File: src/verilog/phy_status_consts.vh
// Purpose: constants for the status summary block
// Assumes: APB, 32-bit data, one word per register
// Notes: summary offset 0x10 is a byte address (multiple of four)
`ifndef PHY_STATUS_CONSTS_VH
`define PHY_STATUS_CONSTS_VH
`define ADDR_W 8
`define OFS_SUMMARY 8'h10
`define OFS_RXERR_CNT 8'h54
`define OFS_FCAR_CNT 8'h50
`define OFS_TENSTAT 8'h28
`define OFS_NEGEXP 8'h18
`define OFS_BASICSTAT 8'h04
`define OFS_CTRL 8'h40
`define OFS_IRQ_STAT 8'h44
`define OFS_IRQ_MASK 8'h48
`define SUM_RESET 16'h0000
`define CNT_MAX 8'hFF
`define CNT_ZERO 8'h00
`define CNT_ONE 8'h01
`define CNT_W 8
`define CTRL_W 3
`define CTRL_RESET 3'h0
`define DATA_ZERO 32'h0000_0000
`define BIT_XOVER 14
`define BIT_RXERR 13
`define BIT_POL 12
`define BIT_FCAR 11
`define BIT_SIGDET 10
`define BIT_LOCK 9
`define BIT_PAGE 8
`define BIT_RFAULT 6
`define BIT_DUPLEX 2
`define BIT_SPEED10 1
`define BIT_LINK 0
`define CTRL_QUAL 0
`define CTRL_XEN 1
`define CTRL_XFORCE 2
`define NEGEXP_PAGE 1
`define TENSTAT_POL 4
`define IRQ_W 4
`define IRQ_RXERR 0
`define IRQ_FCAR 1
`define IRQ_PAGE 2
`define IRQ_RFAULT 3
`endif

File: src/verilog/phy_status_summary.v
// Purpose: status summary register with the mirror registers that clear it
// Assumes: APB slave with zero wait states, status pins asynchronous to mclk
// Notes: summary is read-only; mirrored bits clear via reads of other registers
// Function
// - bits 15 and 7 ignore writes and always read as zero.
// - bit 14 reads one when the pairs are swapped, zero when normal.
// - bit 14 follows enable and force settings and tracks the algorithm live.
// - bit 13 latches a receive error until the receive error counter is read.
// - bit 12 mirrors polarity bit 4 and clears only on a 10 Mb/s status read.
// - bit 11 latches a false carrier until the false carrier counter is read.
// - bit 10 is latched-low signal detect, qualified by lock when enabled.
// - bit 9 is the latched-low descrambler lock.
// - bit 8 mirrors page received and clears on a negotiation expansion read.
// - bit 6 sets on partner remote fault and clears on basic status read or reset.
// - bit 0 mirrors link status and is not cleared by a summary read.
// - bit 2 is full duplex and bit 1 is 10 Mb/s, shown only with a valid link.
//
// Local design decision: the APB slave port.
`timescale 1ns/1ps
`include "phy_status_consts.vh"
module phy_status_summary (
	input wire mclk,
	input wire rst_n,
	input wire psel,
	input wire penable,
	input wire pwrite,
	input wire [7:0] paddr,
	input wire [31:0] pwdata,
	output reg [31:0] prdata,
	output reg pready,
	output reg pslverr,
	input wire swapState,
	input wire rxErrorEvt,
	input wire polarityInv,
	input wire falseCarrierEvt,
	input wire rawSignalDetect,
	input wire descramblerLock,
	input wire pageRecvEvt,
	input wire remoteFaultEvt,
	input wire fullDuplex,
	input wire speed10,
	input wire linkUp,
	output reg irq
);
	// synchronised pin levels
	wire swapS; // pair swap as the algorithm sees it
	wire rxErrS;
	wire polS;
	wire fcarS;
	wire rawSdS;
	wire lockS;
	wire pageS;
	wire rfaultS;
	wire dupS;
	wire spdS;
	wire linkS; // also gates duplex and speed
	sync_bit uSwap (.mclk(mclk), .rst_n(rst_n), .din(swapState), .dout(swapS));
	sync_bit uRxe (.mclk(mclk), .rst_n(rst_n), .din(rxErrorEvt), .dout(rxErrS));
	sync_bit uPol (.mclk(mclk), .rst_n(rst_n), .din(polarityInv), .dout(polS));
	sync_bit uFc (.mclk(mclk), .rst_n(rst_n), .din(falseCarrierEvt), .dout(fcarS));
	sync_bit uSd (.mclk(mclk), .rst_n(rst_n), .din(rawSignalDetect), .dout(rawSdS));
	sync_bit uLk (.mclk(mclk), .rst_n(rst_n), .din(descramblerLock), .dout(lockS));
	sync_bit uPg (.mclk(mclk), .rst_n(rst_n), .din(pageRecvEvt), .dout(pageS));
	sync_bit uRf (.mclk(mclk), .rst_n(rst_n), .din(remoteFaultEvt), .dout(rfaultS));
	sync_bit uDx (.mclk(mclk), .rst_n(rst_n), .din(fullDuplex), .dout(dupS));
	sync_bit uSp (.mclk(mclk), .rst_n(rst_n), .din(speed10), .dout(spdS));
	sync_bit uLn (.mclk(mclk), .rst_n(rst_n), .din(linkUp), .dout(linkS));

	// event edges: a level pin counts once per rising edge
	reg rxErrD_reg;
	reg fcarD_reg;
	reg pageD_reg;
	reg rfaultD_reg;
	wire rxErrPulse = rxErrS & ~rxErrD_reg;
	wire fcarPulse = fcarS & ~fcarD_reg;
	wire pagePulse = pageS & ~pageD_reg;
	wire rfaultPulse = rfaultS & ~rfaultD_reg;

	// bus strobes; reads take effect in the access cycle only
	wire access = psel & penable;
	wire rdAcc = access & ~pwrite;
	wire wrAcc = access & pwrite;
	wire rdRxCnt = rdAcc & (paddr == `OFS_RXERR_CNT);
	wire rdFcCnt = rdAcc & (paddr == `OFS_FCAR_CNT);
	wire rdTen = rdAcc & (paddr == `OFS_TENSTAT);
	wire rdNeg = rdAcc & (paddr == `OFS_NEGEXP);
	wire rdBasic = rdAcc & (paddr == `OFS_BASICSTAT);
	wire rdSum = rdAcc & (paddr == `OFS_SUMMARY);

	// control settings
	reg [`CTRL_W-1:0] ctrl_reg;
	// sticky flags, cleared only by reads of the registers that own them
	reg rxErrLatch_reg;
	reg fcarLatch_reg;
	reg polLatch_reg;
	reg pageLatch_reg;
	reg rfault_reg;
	// latched-low pair; zero until a summary read re-arms them
	reg sigDetLow_reg;
	reg lockLow_reg;
	// event counters
	reg [`CNT_W-1:0] rxCnt_reg;
	reg [`CNT_W-1:0] fcCnt_reg;
	// interrupt status and mask share one layout
	reg [`IRQ_W-1:0] irqStat_reg;
	reg [`IRQ_W-1:0] irqMask_reg;
	// read path working values, combinational
	reg [15:0] summary;
	reg [31:0] rdata_next;
	reg slverr_next;

	// qualified signal detect: raw, or raw and lock when qualify is set
	// qualify select
	wire qualSd = ctrl_reg[`CTRL_QUAL] ? (rawSdS & lockS) : rawSdS;

	// crossover as chosen: forced gives swapped, disabled and unforced gives normal
	// enable and force
	wire xover = ctrl_reg[`CTRL_XFORCE] ? 1'h1 : (ctrl_reg[`CTRL_XEN] ? swapS : 1'h0);

	// summary assembly; summary reads never clear any bit
	always @* begin
		summary = `SUM_RESET;
		summary[`BIT_XOVER] = xover;
		summary[`BIT_RXERR] = rxErrLatch_reg;
		summary[`BIT_POL] = polLatch_reg;
		summary[`BIT_FCAR] = fcarLatch_reg;
		summary[`BIT_SIGDET] = sigDetLow_reg;
		summary[`BIT_LOCK] = lockLow_reg;
		summary[`BIT_PAGE] = pageLatch_reg;
		summary[`BIT_RFAULT] = rfault_reg;
		summary[`BIT_DUPLEX] = dupS & linkS;
		summary[`BIT_SPEED10] = spdS & linkS;
		summary[`BIT_LINK] = linkS;
		// bits 15 and 7 stay at zero from the default
	end

	// edge history for the event pins; reset low matches their idle level,
	// so no false event follows reset
	always @(posedge mclk) begin
		if (!rst_n) begin
			rxErrD_reg <= 1'h0;
			fcarD_reg <= 1'h0;
			pageD_reg <= 1'h0;
			rfaultD_reg <= 1'h0;
		end else begin
			rxErrD_reg <= rxErrS;
			fcarD_reg <= fcarS;
			pageD_reg <= pageS;
			rfaultD_reg <= rfaultS;
		end
	end

	// sticky flags: set beats clear so an event in the clearing cycle survives
	// at the cost of one extra read after a burst of events
	always @(posedge mclk) begin
		if (!rst_n) begin
			rxErrLatch_reg <= 1'h0;
			fcarLatch_reg <= 1'h0;
			pageLatch_reg <= 1'h0;
			rfault_reg <= 1'h0;
		end else begin
			if (rxErrPulse)
				rxErrLatch_reg <= 1'h1;
			else if (rdRxCnt)
				rxErrLatch_reg <= 1'h0;
			if (fcarPulse)
				fcarLatch_reg <= 1'h1;
			else if (rdFcCnt)
				fcarLatch_reg <= 1'h0;
			// page flag cleared by expansion read
			if (pagePulse)
				pageLatch_reg <= 1'h1;
			else if (rdNeg)
				pageLatch_reg <= 1'h0;
			// remote fault cleared by basic status read
			if (rfaultPulse)
				rfault_reg <= 1'h1;
			else if (rdBasic)
				rfault_reg <= 1'h0;
		end
	end

	// polarity is a level, not an edge: a read while the pin is still
	// inverted cannot drop it
	always @(posedge mclk) begin
		if (!rst_n) begin
			polLatch_reg <= 1'h0;
		end else begin
			// polarity held until 10 Mb/s status read
			if (polS)
				polLatch_reg <= 1'h1;
			else if (rdTen)
				polLatch_reg <= 1'h0;
		end
	end

	// latched-low pair: a drop wins, a summary read re-arms to the current level;
	// reset leaves both low so the first read after reset shows zero
	always @(posedge mclk) begin
		if (!rst_n) begin
			sigDetLow_reg <= 1'h0;
			lockLow_reg <= 1'h0;
		end else begin
			if (!qualSd)
				sigDetLow_reg <= 1'h0;
			else if (rdSum)
				sigDetLow_reg <= 1'h1;
			if (!lockS)
				lockLow_reg <= 1'h0;
			else if (rdSum)
				lockLow_reg <= 1'h1;
		end
	end

	// counters stick at max and clear on read; an event in the read cycle
	// restarts the count at one, even from max, so it is never lost
	always @(posedge mclk) begin
		if (!rst_n) begin
			rxCnt_reg <= `CNT_ZERO;
			fcCnt_reg <= `CNT_ZERO;
		end else begin
			if (rxErrPulse && rdRxCnt)
				rxCnt_reg <= `CNT_ONE;
			else if (rdRxCnt)
				rxCnt_reg <= `CNT_ZERO;
			else if (rxErrPulse && rxCnt_reg != `CNT_MAX)
				rxCnt_reg <= rxCnt_reg + `CNT_ONE;
			if (fcarPulse && rdFcCnt)
				fcCnt_reg <= `CNT_ONE;
			else if (rdFcCnt)
				fcCnt_reg <= `CNT_ZERO;
			else if (fcarPulse && fcCnt_reg != `CNT_MAX)
				fcCnt_reg <= fcCnt_reg + `CNT_ONE;
		end
	end

	// sticky interrupt status, write one to clear, set wins
	wire [`IRQ_W-1:0] irqEvt = {rfaultPulse, pagePulse, fcarPulse, rxErrPulse};
	wire wrStat = wrAcc & (paddr == `OFS_IRQ_STAT);
	wire wrMask = wrAcc & (paddr == `OFS_IRQ_MASK);
	wire wrCtrl = wrAcc & (paddr == `OFS_CTRL);
	wire [`IRQ_W-1:0] irqClr = wrStat ? pwdata[`IRQ_W-1:0] : {`IRQ_W{1'h0}};
	always @(posedge mclk) begin
		if (!rst_n) begin
			irqStat_reg <= {`IRQ_W{1'h0}};
		end else begin
			irqStat_reg <= irqEvt | (irqStat_reg & ~irqClr);
		end
	end

	// writable settings; every other write address except the status clear leaves state alone
	always @(posedge mclk) begin
		if (!rst_n) begin
			irqMask_reg <= {`IRQ_W{1'h0}};
			ctrl_reg <= `CTRL_RESET;
		end else begin
			if (wrMask)
				irqMask_reg <= pwdata[`IRQ_W-1:0];
			if (wrCtrl)
				ctrl_reg <= pwdata[`CTRL_W-1:0];
		end
	end

	// level interrupt, one cycle behind the status it reflects
	always @(posedge mclk) begin
		if (!rst_n) begin
			irq <= 1'h0;
		end else begin
			irq <= |(irqStat_reg & irqMask_reg);
		end
	end

	// read mux; unmapped addresses answer zero with pslverr
	// summary writes fall through with no effect
	always @* begin
		rdata_next = 32'h0000_0000;
		slverr_next = 1'b0;
		case (paddr)
			`OFS_SUMMARY: rdata_next = {16'h0000, summary};
			`OFS_RXERR_CNT: rdata_next = {24'h00_0000, rxCnt_reg};
			`OFS_FCAR_CNT: rdata_next = {24'h00_0000, fcCnt_reg};
			`OFS_TENSTAT: rdata_next[`TENSTAT_POL] = polLatch_reg;
			`OFS_NEGEXP: rdata_next[`NEGEXP_PAGE] = pageLatch_reg;
			`OFS_BASICSTAT: rdata_next = 32'h0000_0000;
			`OFS_CTRL: rdata_next = {29'h0000_0000, ctrl_reg};
			`OFS_IRQ_STAT: rdata_next = {28'h000_0000, irqStat_reg};
			`OFS_IRQ_MASK: rdata_next = {28'h000_0000, irqMask_reg};
			default: slverr_next = 1'b1;
		endcase
	end

	// answer registered in the setup cycle so the access completes at once;
	// the trade: read data show state one edge before the clearing edge
	wire setupCyc = psel & ~penable;
	always @(posedge mclk) begin
		if (!rst_n) begin
			prdata <= `DATA_ZERO;
			pready <= 1'h0;
			pslverr <= 1'h0;
		end else begin
			pready <= setupCyc;
			prdata <= (setupCyc & ~pwrite) ? rdata_next : `DATA_ZERO;
			pslverr <= setupCyc & slverr_next;
		end
	end
endmodule

File: src/verilog/sync_bit.v
// Purpose: two-flop synchroniser for one pin level
// Assumes: mclk domain, synchronous active-low reset
// Notes: first stage feeds only the second stage
`timescale 1ns/1ps
module sync_bit (
	input wire mclk,
	input wire rst_n,
	input wire din,
	output reg dout
);
	reg meta_reg;
	// two stages, nothing reads the first but the second
	always @(posedge mclk) begin
		if (!rst_n) begin
			meta_reg <= 1'h0;
			dout <= 1'h0;
		end else begin
			meta_reg <= din;
			dout <= meta_reg;
		end
	end
endmodule

File: config.mk
export PLATFORM = sky130hd
export DESIGN_NAME = phy_status_summary
export DESIGN_NICKNAME = d
export VERILOG_FILES = /design/src/verilog/phy_status_summary.v /design/src/verilog/sync_bit.v
export VERILOG_INCLUDE_DIRS = /design/src /design/src/verilog
export SDC_FILE = /design/constraint.sdc
export NUM_CORES = 1
export LEC_CHECK = 0
export ABC_AREA = 1
export BUFFER_PORTS_ARGS = -buffer_cell sky130_fd_sc_hd__buf_2
export CAP_MARGIN = 20
export CORE_MARGIN = 2
export CORE_UTILIZATION = 55
export DETAILED_ROUTE_END_ITERATION = 12
export PLACE_DENSITY = 0.87
export REMOVE_ABC_BUFFERS = 1
export SYNTH_ARGS = -nofsm -noshare
export SYNTH_HDL_FRONTEND = slang
export SYNTH_SLANG_ARGS = --single-unit
File: constraint.sdc
create_clock -name mclk -period 2.9 [get_ports mclk]
set_input_delay 0.435 -clock mclk [delete_from_list [all_inputs] [get_ports mclk]]
set_output_delay 0.435 -clock mclk [all_outputs]
set_load 0.02 [all_outputs]
==> metrics.yaml, run 1 <==
outcome: "finished, final reports clean"
area_growth_pct: 11.3
syn_inst: 479
synth_area_leaders: "dfxtp_1 (44%), nand2_1 (13%), inv_1 (7.2%), nand3_1 (6.0%), nor2_1 (4.0%)"
remaining_drc_errors: 0
crit_path_max_fanout: 11
power.leakage_nw: 1.89
worstPathArrival_ps: 1880
fmax_mhz: 609
cts_root_buffer: "clkbuf_8"
met2_length_um: 3440
syn_avg_cell_area_um2: 7.34
top_layer: "met4"
track_usage_pct: 21.7
clockBufferDepth: 2
grt_overflow_total: 0
routedWlPerCell_um: 11.7
cts_resized: 0
grt_pass1_vias: 2827
synth_most_common_cell: "nand2_1"
wl_met3_um: 422
core_um2: 6280
worstHoldStart: "descramblerLock"
post_cts_buffers: 0
ir_drop_v: 0.000596
drv_cap: 0
place_congestion: 0.835
first_pass_iters: 4
ioPinCount: 91
cts.sinks: 78
synth_area_um2: 3510
hold_ws_ps: 262
synth-simple-area-share_pct: 32.1
path_class: "in -> reg"
grt_pass1_wl_um: 12200
ys_seq_area_share_pct: 44.4
clock_skew_ps: 9.63
synth_compound_area_share_pct: 7.51
rsz0062_at_grt: "no"
startpoint: "paddr[3]"
drive_gt1_share_pct: 19.1
slew_headroom_pct: 46.3
hold_violations: 0
portBuffers: 45
synth_top_family_by_area: "simple AND/OR/NAND/NOR gates"
setup_tns_ps: 0
postLayoutSetupSlackWorst_ps: 1260
finalWirelength_um: 7090
synth_edf_count: 0
synthTopCellsByCount: "nand2_1 (119), dfxtp_1 (78), inv_1 (67), nand3_1 (42), nor2_1 (37)"
cts_tree: "built"
die_height_um: 83.9
slowest_delay_ps: 560
grt_antenna_before_repair: 0
synthMuxAreaShare_pct: 0
die-area_um2: 7050
tightest_slew_ps: 803
post-place-ws_ps: 938
hpwlAfterDp_um: 5220
endpoint_kind: "flop"
cp.required_ps: 3140
synth_top_area_share_pct: 44.4
slowest_stage: "nor2_1"
wl_met1_um: 2990
worst_r2r_startpoint: "fcCnt_reg[0]"
ys_async_sr_fraction_pct: 0
finalNetCount: 583
num_rows: 29
die_w_um: 83.9
ys_ff_latch: 78
cp_common_cell: "nand2_1"
largest_register_ffs: 15
drv_slew: 0
setup_viol: 0
dr.first_iter.drc_count: 169
via_count: 3007
cts_hold_buf: 0
finalCritPeriodShare_pct: 56.6
power-per-cell-area_nw_per_um2: 540
synthXorXnorAreaFrac_pct: 0.997
cts_buffers: 9
vias_per_cell: 4.96
antenna_cells: 0
worstPathCellList: "buf_2 > inv_1 > nand2_1 > nor2_1 > nand2_1 > nor2_1 > nand2_1 > nand2_1 > a21oi_1"
cp-start-kind: "input pin"
worstSkewPairLatency_ps: 350
synth_cell_types: 31
path_clk_slew_ps: 70
hp-class: "in -> reg"
start_util_pct: 56.0
fin_crit_ps: 1640
ant_nets: 0
synth_top_area_cell: "dfxtp_1"
htree_levels: 3
synth_fa_ha_area_share_pct: 0.712
ys.flop_type: "dfxtp_1"
grt_start_max_net_pins: 17
synth-warning-count: 0
[cell type report]
cell class / count / area (um^2)
timing repair buffer: 47 / 240
inverter: 76 / 288
fill: 552 / 2360
sequential: 78 / 1560
multi-input combinational: 313 / 1520
clock buffer: 10 / 128
clock inverter: 5 / 83.8
tap: 77 / 96.3
[critical path: cells and delay by family]
family | cells | cell delay, ps
compound gates | 1 | 80
buf+inv | 2 | 200
simple gates | 6 | 1160
[where the power goes]
group | total, mW | switching (mW) | internal [mW]
Combinational | 0.133 | 0.0949 | 0.0385
Clock | 0.870 | 0.387 | 0.483
Sequential | 1.11 | 0.0125 | 1.10
Total | 2.11 | 0.494 | 1.62
[per-layer routing]
layer,global-route usage (%),vias up
met5,0,-
met4,11.0,0
met3,5.84,24
met2,37.4,91
met1,24.5,1353
li1,-,1539
[worst paths after layout]
kind                    endpoint  slack [ps]  depth (start not counted)
setup / recovery  irqStat_reg[3]        1260                          9
hold / removal      uLk.meta_reg         260                          3
setup reg to reg    fcCnt_reg[2]        1420                          9
hold reg to reg         uLn.dout         420                          2
[cells in the final DEF, fill, tap and decap left out, types with 4 or more instances in the layout]
master	n
inv_1	67
o21ai_1	6
a21oi_1	26
buf_2	45
nand2_2	10
nand3_1	42
nor2_4	4
nor2_2	6
nand2_1	119
o21ai_0	14
conb_1	17
nor2_1	37
dfxtp_1	78
clkbuf_8	9
inv_2	8
xor2_1	4
nor3_1	7
[kinds of logic after synthesis]
group / Yosys count
other cells: 1
flops: 78
fa+ha+maj: 2
compound gates: 50
xor+xnor: 4
buf+inv: 104
simple gates: 240
[metrics by stage]
step / instances / util, % / power (mW) / area, um^2
2_1_floorplan: 467 / - / 1.21 / 3360
3_3_place_gp: 591 / 59.0 / 1.26 / 3700
3_5_place_dp: 591 / 59.0 / 1.27 / 3700
4_1_cts: 606 / 62.3 / 2.13 / 3910
5_1_grt: 606 / 62.3 / 2.19 / 3910
6_report: 606 / 62.3 / 2.11 / 3910
Power figures use the tool's default switching activity.
==> run 2: changes to the inputs <==
--- a/config.mk
+++ b/config.mk
@@ -6,13 +6,13 @@
 export SDC_FILE = /design/constraint.sdc
 export NUM_CORES = 1
 export LEC_CHECK = 0
-export ABC_AREA = 1
+export ABC_AREA = 0
 export BUFFER_PORTS_ARGS = -buffer_cell sky130_fd_sc_hd__buf_2
 export CAP_MARGIN = 20
 export CORE_MARGIN = 2
-export CORE_UTILIZATION = 55
+export CORE_UTILIZATION = 52
 export DETAILED_ROUTE_END_ITERATION = 12
-export PLACE_DENSITY = 0.87
+export PLACE_DENSITY = 0.84
 export REMOVE_ABC_BUFFERS = 1
 export SYNTH_ARGS = -nofsm -noshare
 export SYNTH_HDL_FRONTEND = slang
==> constraint.sdc (replaced) <==
create_clock -name mclk -period 1.6 [get_ports mclk]
set_input_delay 0.24 -clock mclk [delete_from_list [all_inputs] [get_ports mclk]]
set_output_delay 0.24 -clock mclk [all_outputs]
set_load 0.02 [all_outputs]
==> run 2 against run 1 <==
Total power increased by 68%; worst setup slack got worse by 1200 ps; global-route usage decreased by 0.29 points; critical path depth decreased by 4.
==> metrics.yaml, run 2 <==
layout_commonest_cell: "dfxtp_1"
cp-start-kind: "flop"
final_cells: 499
portBuffers: 45
worst_r2r_startpoint: "rxCnt_reg[1]"
finalCritPeriodShare_pct: 94.0
ys_async_sr_fraction_pct: 0
hpwlAfterDp_um: 5330
post-place-ws_ps: -40.5
antenna_cells: 0
htree_levels: 3
hp-class: "in -> reg"
tightest_slew_ps: 502
cts_tree: "built"
ant_nets: 0
endpoint_kind: "flop"
grt_antenna_before_repair: 0
die-area_um2: 6880
place_congestion: 0.934
cts_buffers: 9
die_height_um: 82.9
cp_num_buf_inv: 1
cts_resized: 0
synthTopCellsByCount: "dfxtp_1 (78), and2_1 (31), a21oi_1 (24), nand2_1 (24), nor2_1 (18)"
power.leakage_nw: 1.65
worstSkewPairLatency_ps: 350
drv_cap: 0
first_pass_iters: 4
die_w_um: 82.9
slowest_stage: "dfxtp_1"
cts_hold_buf: 0
path_class: "reg -> reg"
largest_register_ffs: 15
grt_overflow_total: 0
cts_root_buffer: "clkbuf_8"
wl_met3_um: 465
fin_crit_ps: 1500
worstPathArrival_ps: 1780
slowest_delay_ps: 390
worstPathCellList: "ha_1 > nand3_1 > buf_4 > or3_1 > a21oi_1"
worstHoldStart: "descramblerLock"
cts.sinks: 78
ir_drop_v: 0.000680
slew_headroom_pct: 66.4
start_util_pct: 54.4
synth-warning-count: 0
ys_seq_area_share_pct: 48.2
finalPower_mw: 3.55
dr.first_iter.drc_count: 123
ys.flop_type: "dfxtp_1"
via_count: 2714
syn_inst: 350
synth_area_leaders: "dfxtp_1 (48%), and2_1 (6.0%), buf_4 (3.9%), a21oi_1 (3.7%), nand2_1 (2.8%)"
drv_slew: 0
crit_path_max_fanout: 4
vias_per_cell: 5.44
cp.required_ps: 1880
synth_edf_count: 0
met2_length_um: 3380
grt_pass1_wl_um: 11900
wl_met1_um: 3120
routedWlPerCell_um: 14.2
synth_area_um2: 3240
drive_gt1_share_pct: 23.3
nFillCells: 521
syn_avg_cell_area_um2: 9.26
synth_top_area_share_pct: 48.2
synth_most_common_cell: "dfxtp_1"
core_um2: 5960
postLayoutSetupSlackWorst_ps: 95.9
ys_ff_latch: 78
finalNetCount: 477
power-per-cell-area_nw_per_um2: 932
fmax_mhz: 665
ioPinCount: 91
track_usage_pct: 21.4
final-seq-area_um2: 1560
setup_viol: 0
num_rows: 28
grt_pass1_vias: 2629
clockBufferDepth: 2
rsz0062_at_grt: "no"
post_cts_buffers: 0
synth_cell_types: 50
hold_violations: 0
top_layer: "met4"
multi_input_area_um2: 1520
finalWirelength_um: 7100
outcome: "finished, final reports clean"
synth_top_area_cell: "dfxtp_1"
path_delay_family: "simple AND/OR/NAND/NOR gates"
area_growth_pct: 17.7
clock_skew_ps: 8.69
dp.cells: 483
remaining_drc_errors: 0
grt_start_max_net_pins: 19
mostFrequentLayoutCells: "dfxtp_1 (77), buf_2 (45), and2_1 (31), buf_4 (28)"
startpoint: "rxCnt_reg[1]"
path_clk_slew_ps: 80
-- run 2: cell type report --
| cell class | count | share of cell area [%] |
|---|---|---|
| clock buffers | 12 | 3.81 |
| clock inverters | 4 | 0.591 |
| inverters | 9 | 0.886 |
| multi-input cells | 248 | 39.8 |
| flip-flops and latches | 78 | 41.0 |
| well taps | 75 | 2.46 |
| repair buffers | 73 | 11.4 |
-- run 2: metal layers --
metal / GRT usage (%) / vias up
met4: 9.54 / 0
li1: - / 1342
met3: 5.77 / 16
met5: 0 / -
met1: 26.1 / 1266
met2: 35.3 / 90
-- run 2: worst reg2reg max path: cells and delay by family, from the launching register on --
| family | cells | cell delay [ps] |
|---|---|---|
| and+or+nand+nor | 2 | 490 |
| DFF | 1 | 390 |
| adders and majority gates | 1 | 190 |
| AOI/OAI and AO/OA | 1 | 190 |
| buffers and inverters | 1 | 180 |
-- run 2: through the flow --
step	utilization, %	hold slack (ps)	area [um^2]	TNS (ps)
floorplan	-	357	3110	-4020
global placement	61.2	413	3640	-16.1
global route	64.0	75.4	3810	0
finish	64.0	82.7	3810	0
detailed placement	61.2	419	3640	-186
CTS	64.0	73.1	3810	0
-- run 2: path summary, 6_finish.rpt --
check	endpoint	slack (ps)	depth (start not counted)
worst max-delay path	rxCnt_reg[4]	100	5
worst max register to register	rxCnt_reg[4]	100	5
worst min-delay path	uLk.meta_reg	80	2
worst min register to register	uSp.dout	440	1
-- run 2: cell families after synthesis --
logic type,synth area share (%)
simple gates,24.9
flops,48.2
compound gates,14.0
buf+inv,6.76
mux,3.90
xor+xnor,1.35
fa+ha+maj,0.772
other cells,0.116
-- run 2: report_power, final --
group          switching (mW)  internal, mW
clock                   0.685         0.598
combinational           0.156         0.105
sequential             0.0213          1.99
total                   0.863          2.69
==> run 3: changes to the inputs <==
--- a/config.mk
+++ b/config.mk
@@ -10,9 +10,9 @@
 export BUFFER_PORTS_ARGS = -buffer_cell sky130_fd_sc_hd__buf_2
 export CAP_MARGIN = 20
 export CORE_MARGIN = 2
-export CORE_UTILIZATION = 52
+export CORE_UTILIZATION = 40
 export DETAILED_ROUTE_END_ITERATION = 12
-export PLACE_DENSITY = 0.84
+export PLACE_DENSITY = 0.68
 export REMOVE_ABC_BUFFERS = 1
 export SYNTH_ARGS = -nofsm -noshare
 export SYNTH_HDL_FRONTEND = slang
==> run 3 against run 2 <==
Via count is 1.4% lower; critical path type unchanged; cell count is 5.6% higher; die area is 28% higher; highest routed layer unchanged.
==> metrics.yaml, run 3 (synthesized netlist as in run 2, its figures left out) <==
regToRegSetupSlack_ps: 130
cp-start-kind: "flop"
ir_drop_v: 0.000702
hold_ws_ps: 82.4
largest_register_ffs: 15
grt_start_max_net_pins: 25
grt_overflow_total: 0
antenna_cells: 0
finalWirelength_um: 7310
worstPathArrival_ps: 1720
finalPower_mw: 4.02
postLayoutSetupSlackWorst_ps: 135
dr.first_iter.drc_count: 148
hp-class: "in -> reg"
rsz0062_at_grt: "no"
setup_tns_ps: 0
cts_buffers: 9
vias_per_cell: 5.08
drive_gt1_share_pct: 24.0
finalNetCount: 479
crit_path_max_fanout: 4
path_clk_slew_ps: 80
routedWlPerCell_um: 13.9
remaining_drc_errors: 0
endpoint_kind: "flop"
fin_util_pct: 50.7
core_um2: 7770
portBuffers: 45
drv_cap: 0
fmax_mhz: 682
cts.sinks: 78
clockBufferDepth: 2
cp.required_ps: 1850
worstSkewPairLatency_ps: 360
die-area_um2: 8830
hpwlAfterDp_um: 5460
setup_viol: 0
first_pass_iters: 4
clock_skew_ps: 7.63
area_growth_pct: 21.5
hold_violations: 0
grt_pass1_wl_um: 12000
finalCritPeriodShare_pct: 91.6
drv_slew: 0
fin_crit_ps: 1470
htree_levels: 3
ant_nets: 0
place_congestion: 0.867
post-place-ws_ps: -112
die_height_um: 94.0
die_w_um: 94.0
outcome: "finished, final reports clean"
num_rows: 32
path_class: "reg -> reg"
power-per-cell-area_nw_per_um2: 1020
cts_root_buffer: "clkbuf_8"
ioPinCount: 91
grt_pass1_vias: 2513
grt_antenna_before_repair: 0
via_count: 2677
power.leakage_nw: 1.70
whs_path_depth: 2
cts_tree: "built"
mostFrequentLayoutCells: "dfxtp_1 (77), buf_2 (45), and2_1 (31), buf_4 (30)"
layout_commonest_cell: "dfxtp_1"
track_usage_pct: 17.7
post_cts_buffers: 0
r2r_cells: 6
start_util_pct: 41.7
run 3: power breakdown:
| group | leakage (nW) | switching (mW) | total [mW] | internal (mW) |
|---|---|---|---|---|
| sequential | 0.636 | 0.0216 | 2.01 | 1.99 |
| clock | 0.119 | 0.678 | 1.75 | 1.07 |
| combinational | 0.940 | 0.158 | 0.265 | 0.107 |
run 3: final timing paths:
check	from	end
setup / recovery	rxCnt_reg[1]	rxCnt_reg[0]
hold / removal	pageRecvEvt	uPg.meta_reg
setup reg to reg	rxCnt_reg[1]	rxCnt_reg[0]
hold reg to reg	uDx.meta_reg	uDx.dout
run 3: final cells by class:
cell class | instances | area, um^2
Multi-Input combinational cell | 248 | 1520
Clock buffer | 11 | 141
Sequential cell | 78 | 1560
Inverter | 9 | 33.8
Clock inverter | 4 | 95.1
Tap cell | 102 | 128
Fill cell | 743 | 3830
Timing Repair Buffer | 75 | 450
run 3: through the flow:
stage / std cells / cell area (um^2)
6_report: 527 / 3940
5_1_grt: 527 / 3940
4_1_cts: 527 / 3930
3_5_place_dp: 512 / 3690
3_3_place_gp: 512 / 3690
2_1_floorplan: 335 / 3110
run 3: repair_timing:
item	4_1_cts	5_1_grt
hold buffers	0	0
resized for setup	0	2
endpoints found under the setup margin	0	3
run 3: routing by layer:
layer	vias to the layer above	GRT usage, %	part of all wire [%]
met1	1265	22.7	45
met5	-	0	0
li1	1339	-	-
met2	61	27.9	48
met3	12	4.17	5.6
met4	0	8.57	1.3
run 3: critical path, cell delays in order, from the launching register on:
cell	delay [ps]
dfxtp_1	380
ha_1	180
nand3_1	130
o31ai_1	270
buf_4	170
xor2_1	150
a21oi_1	80
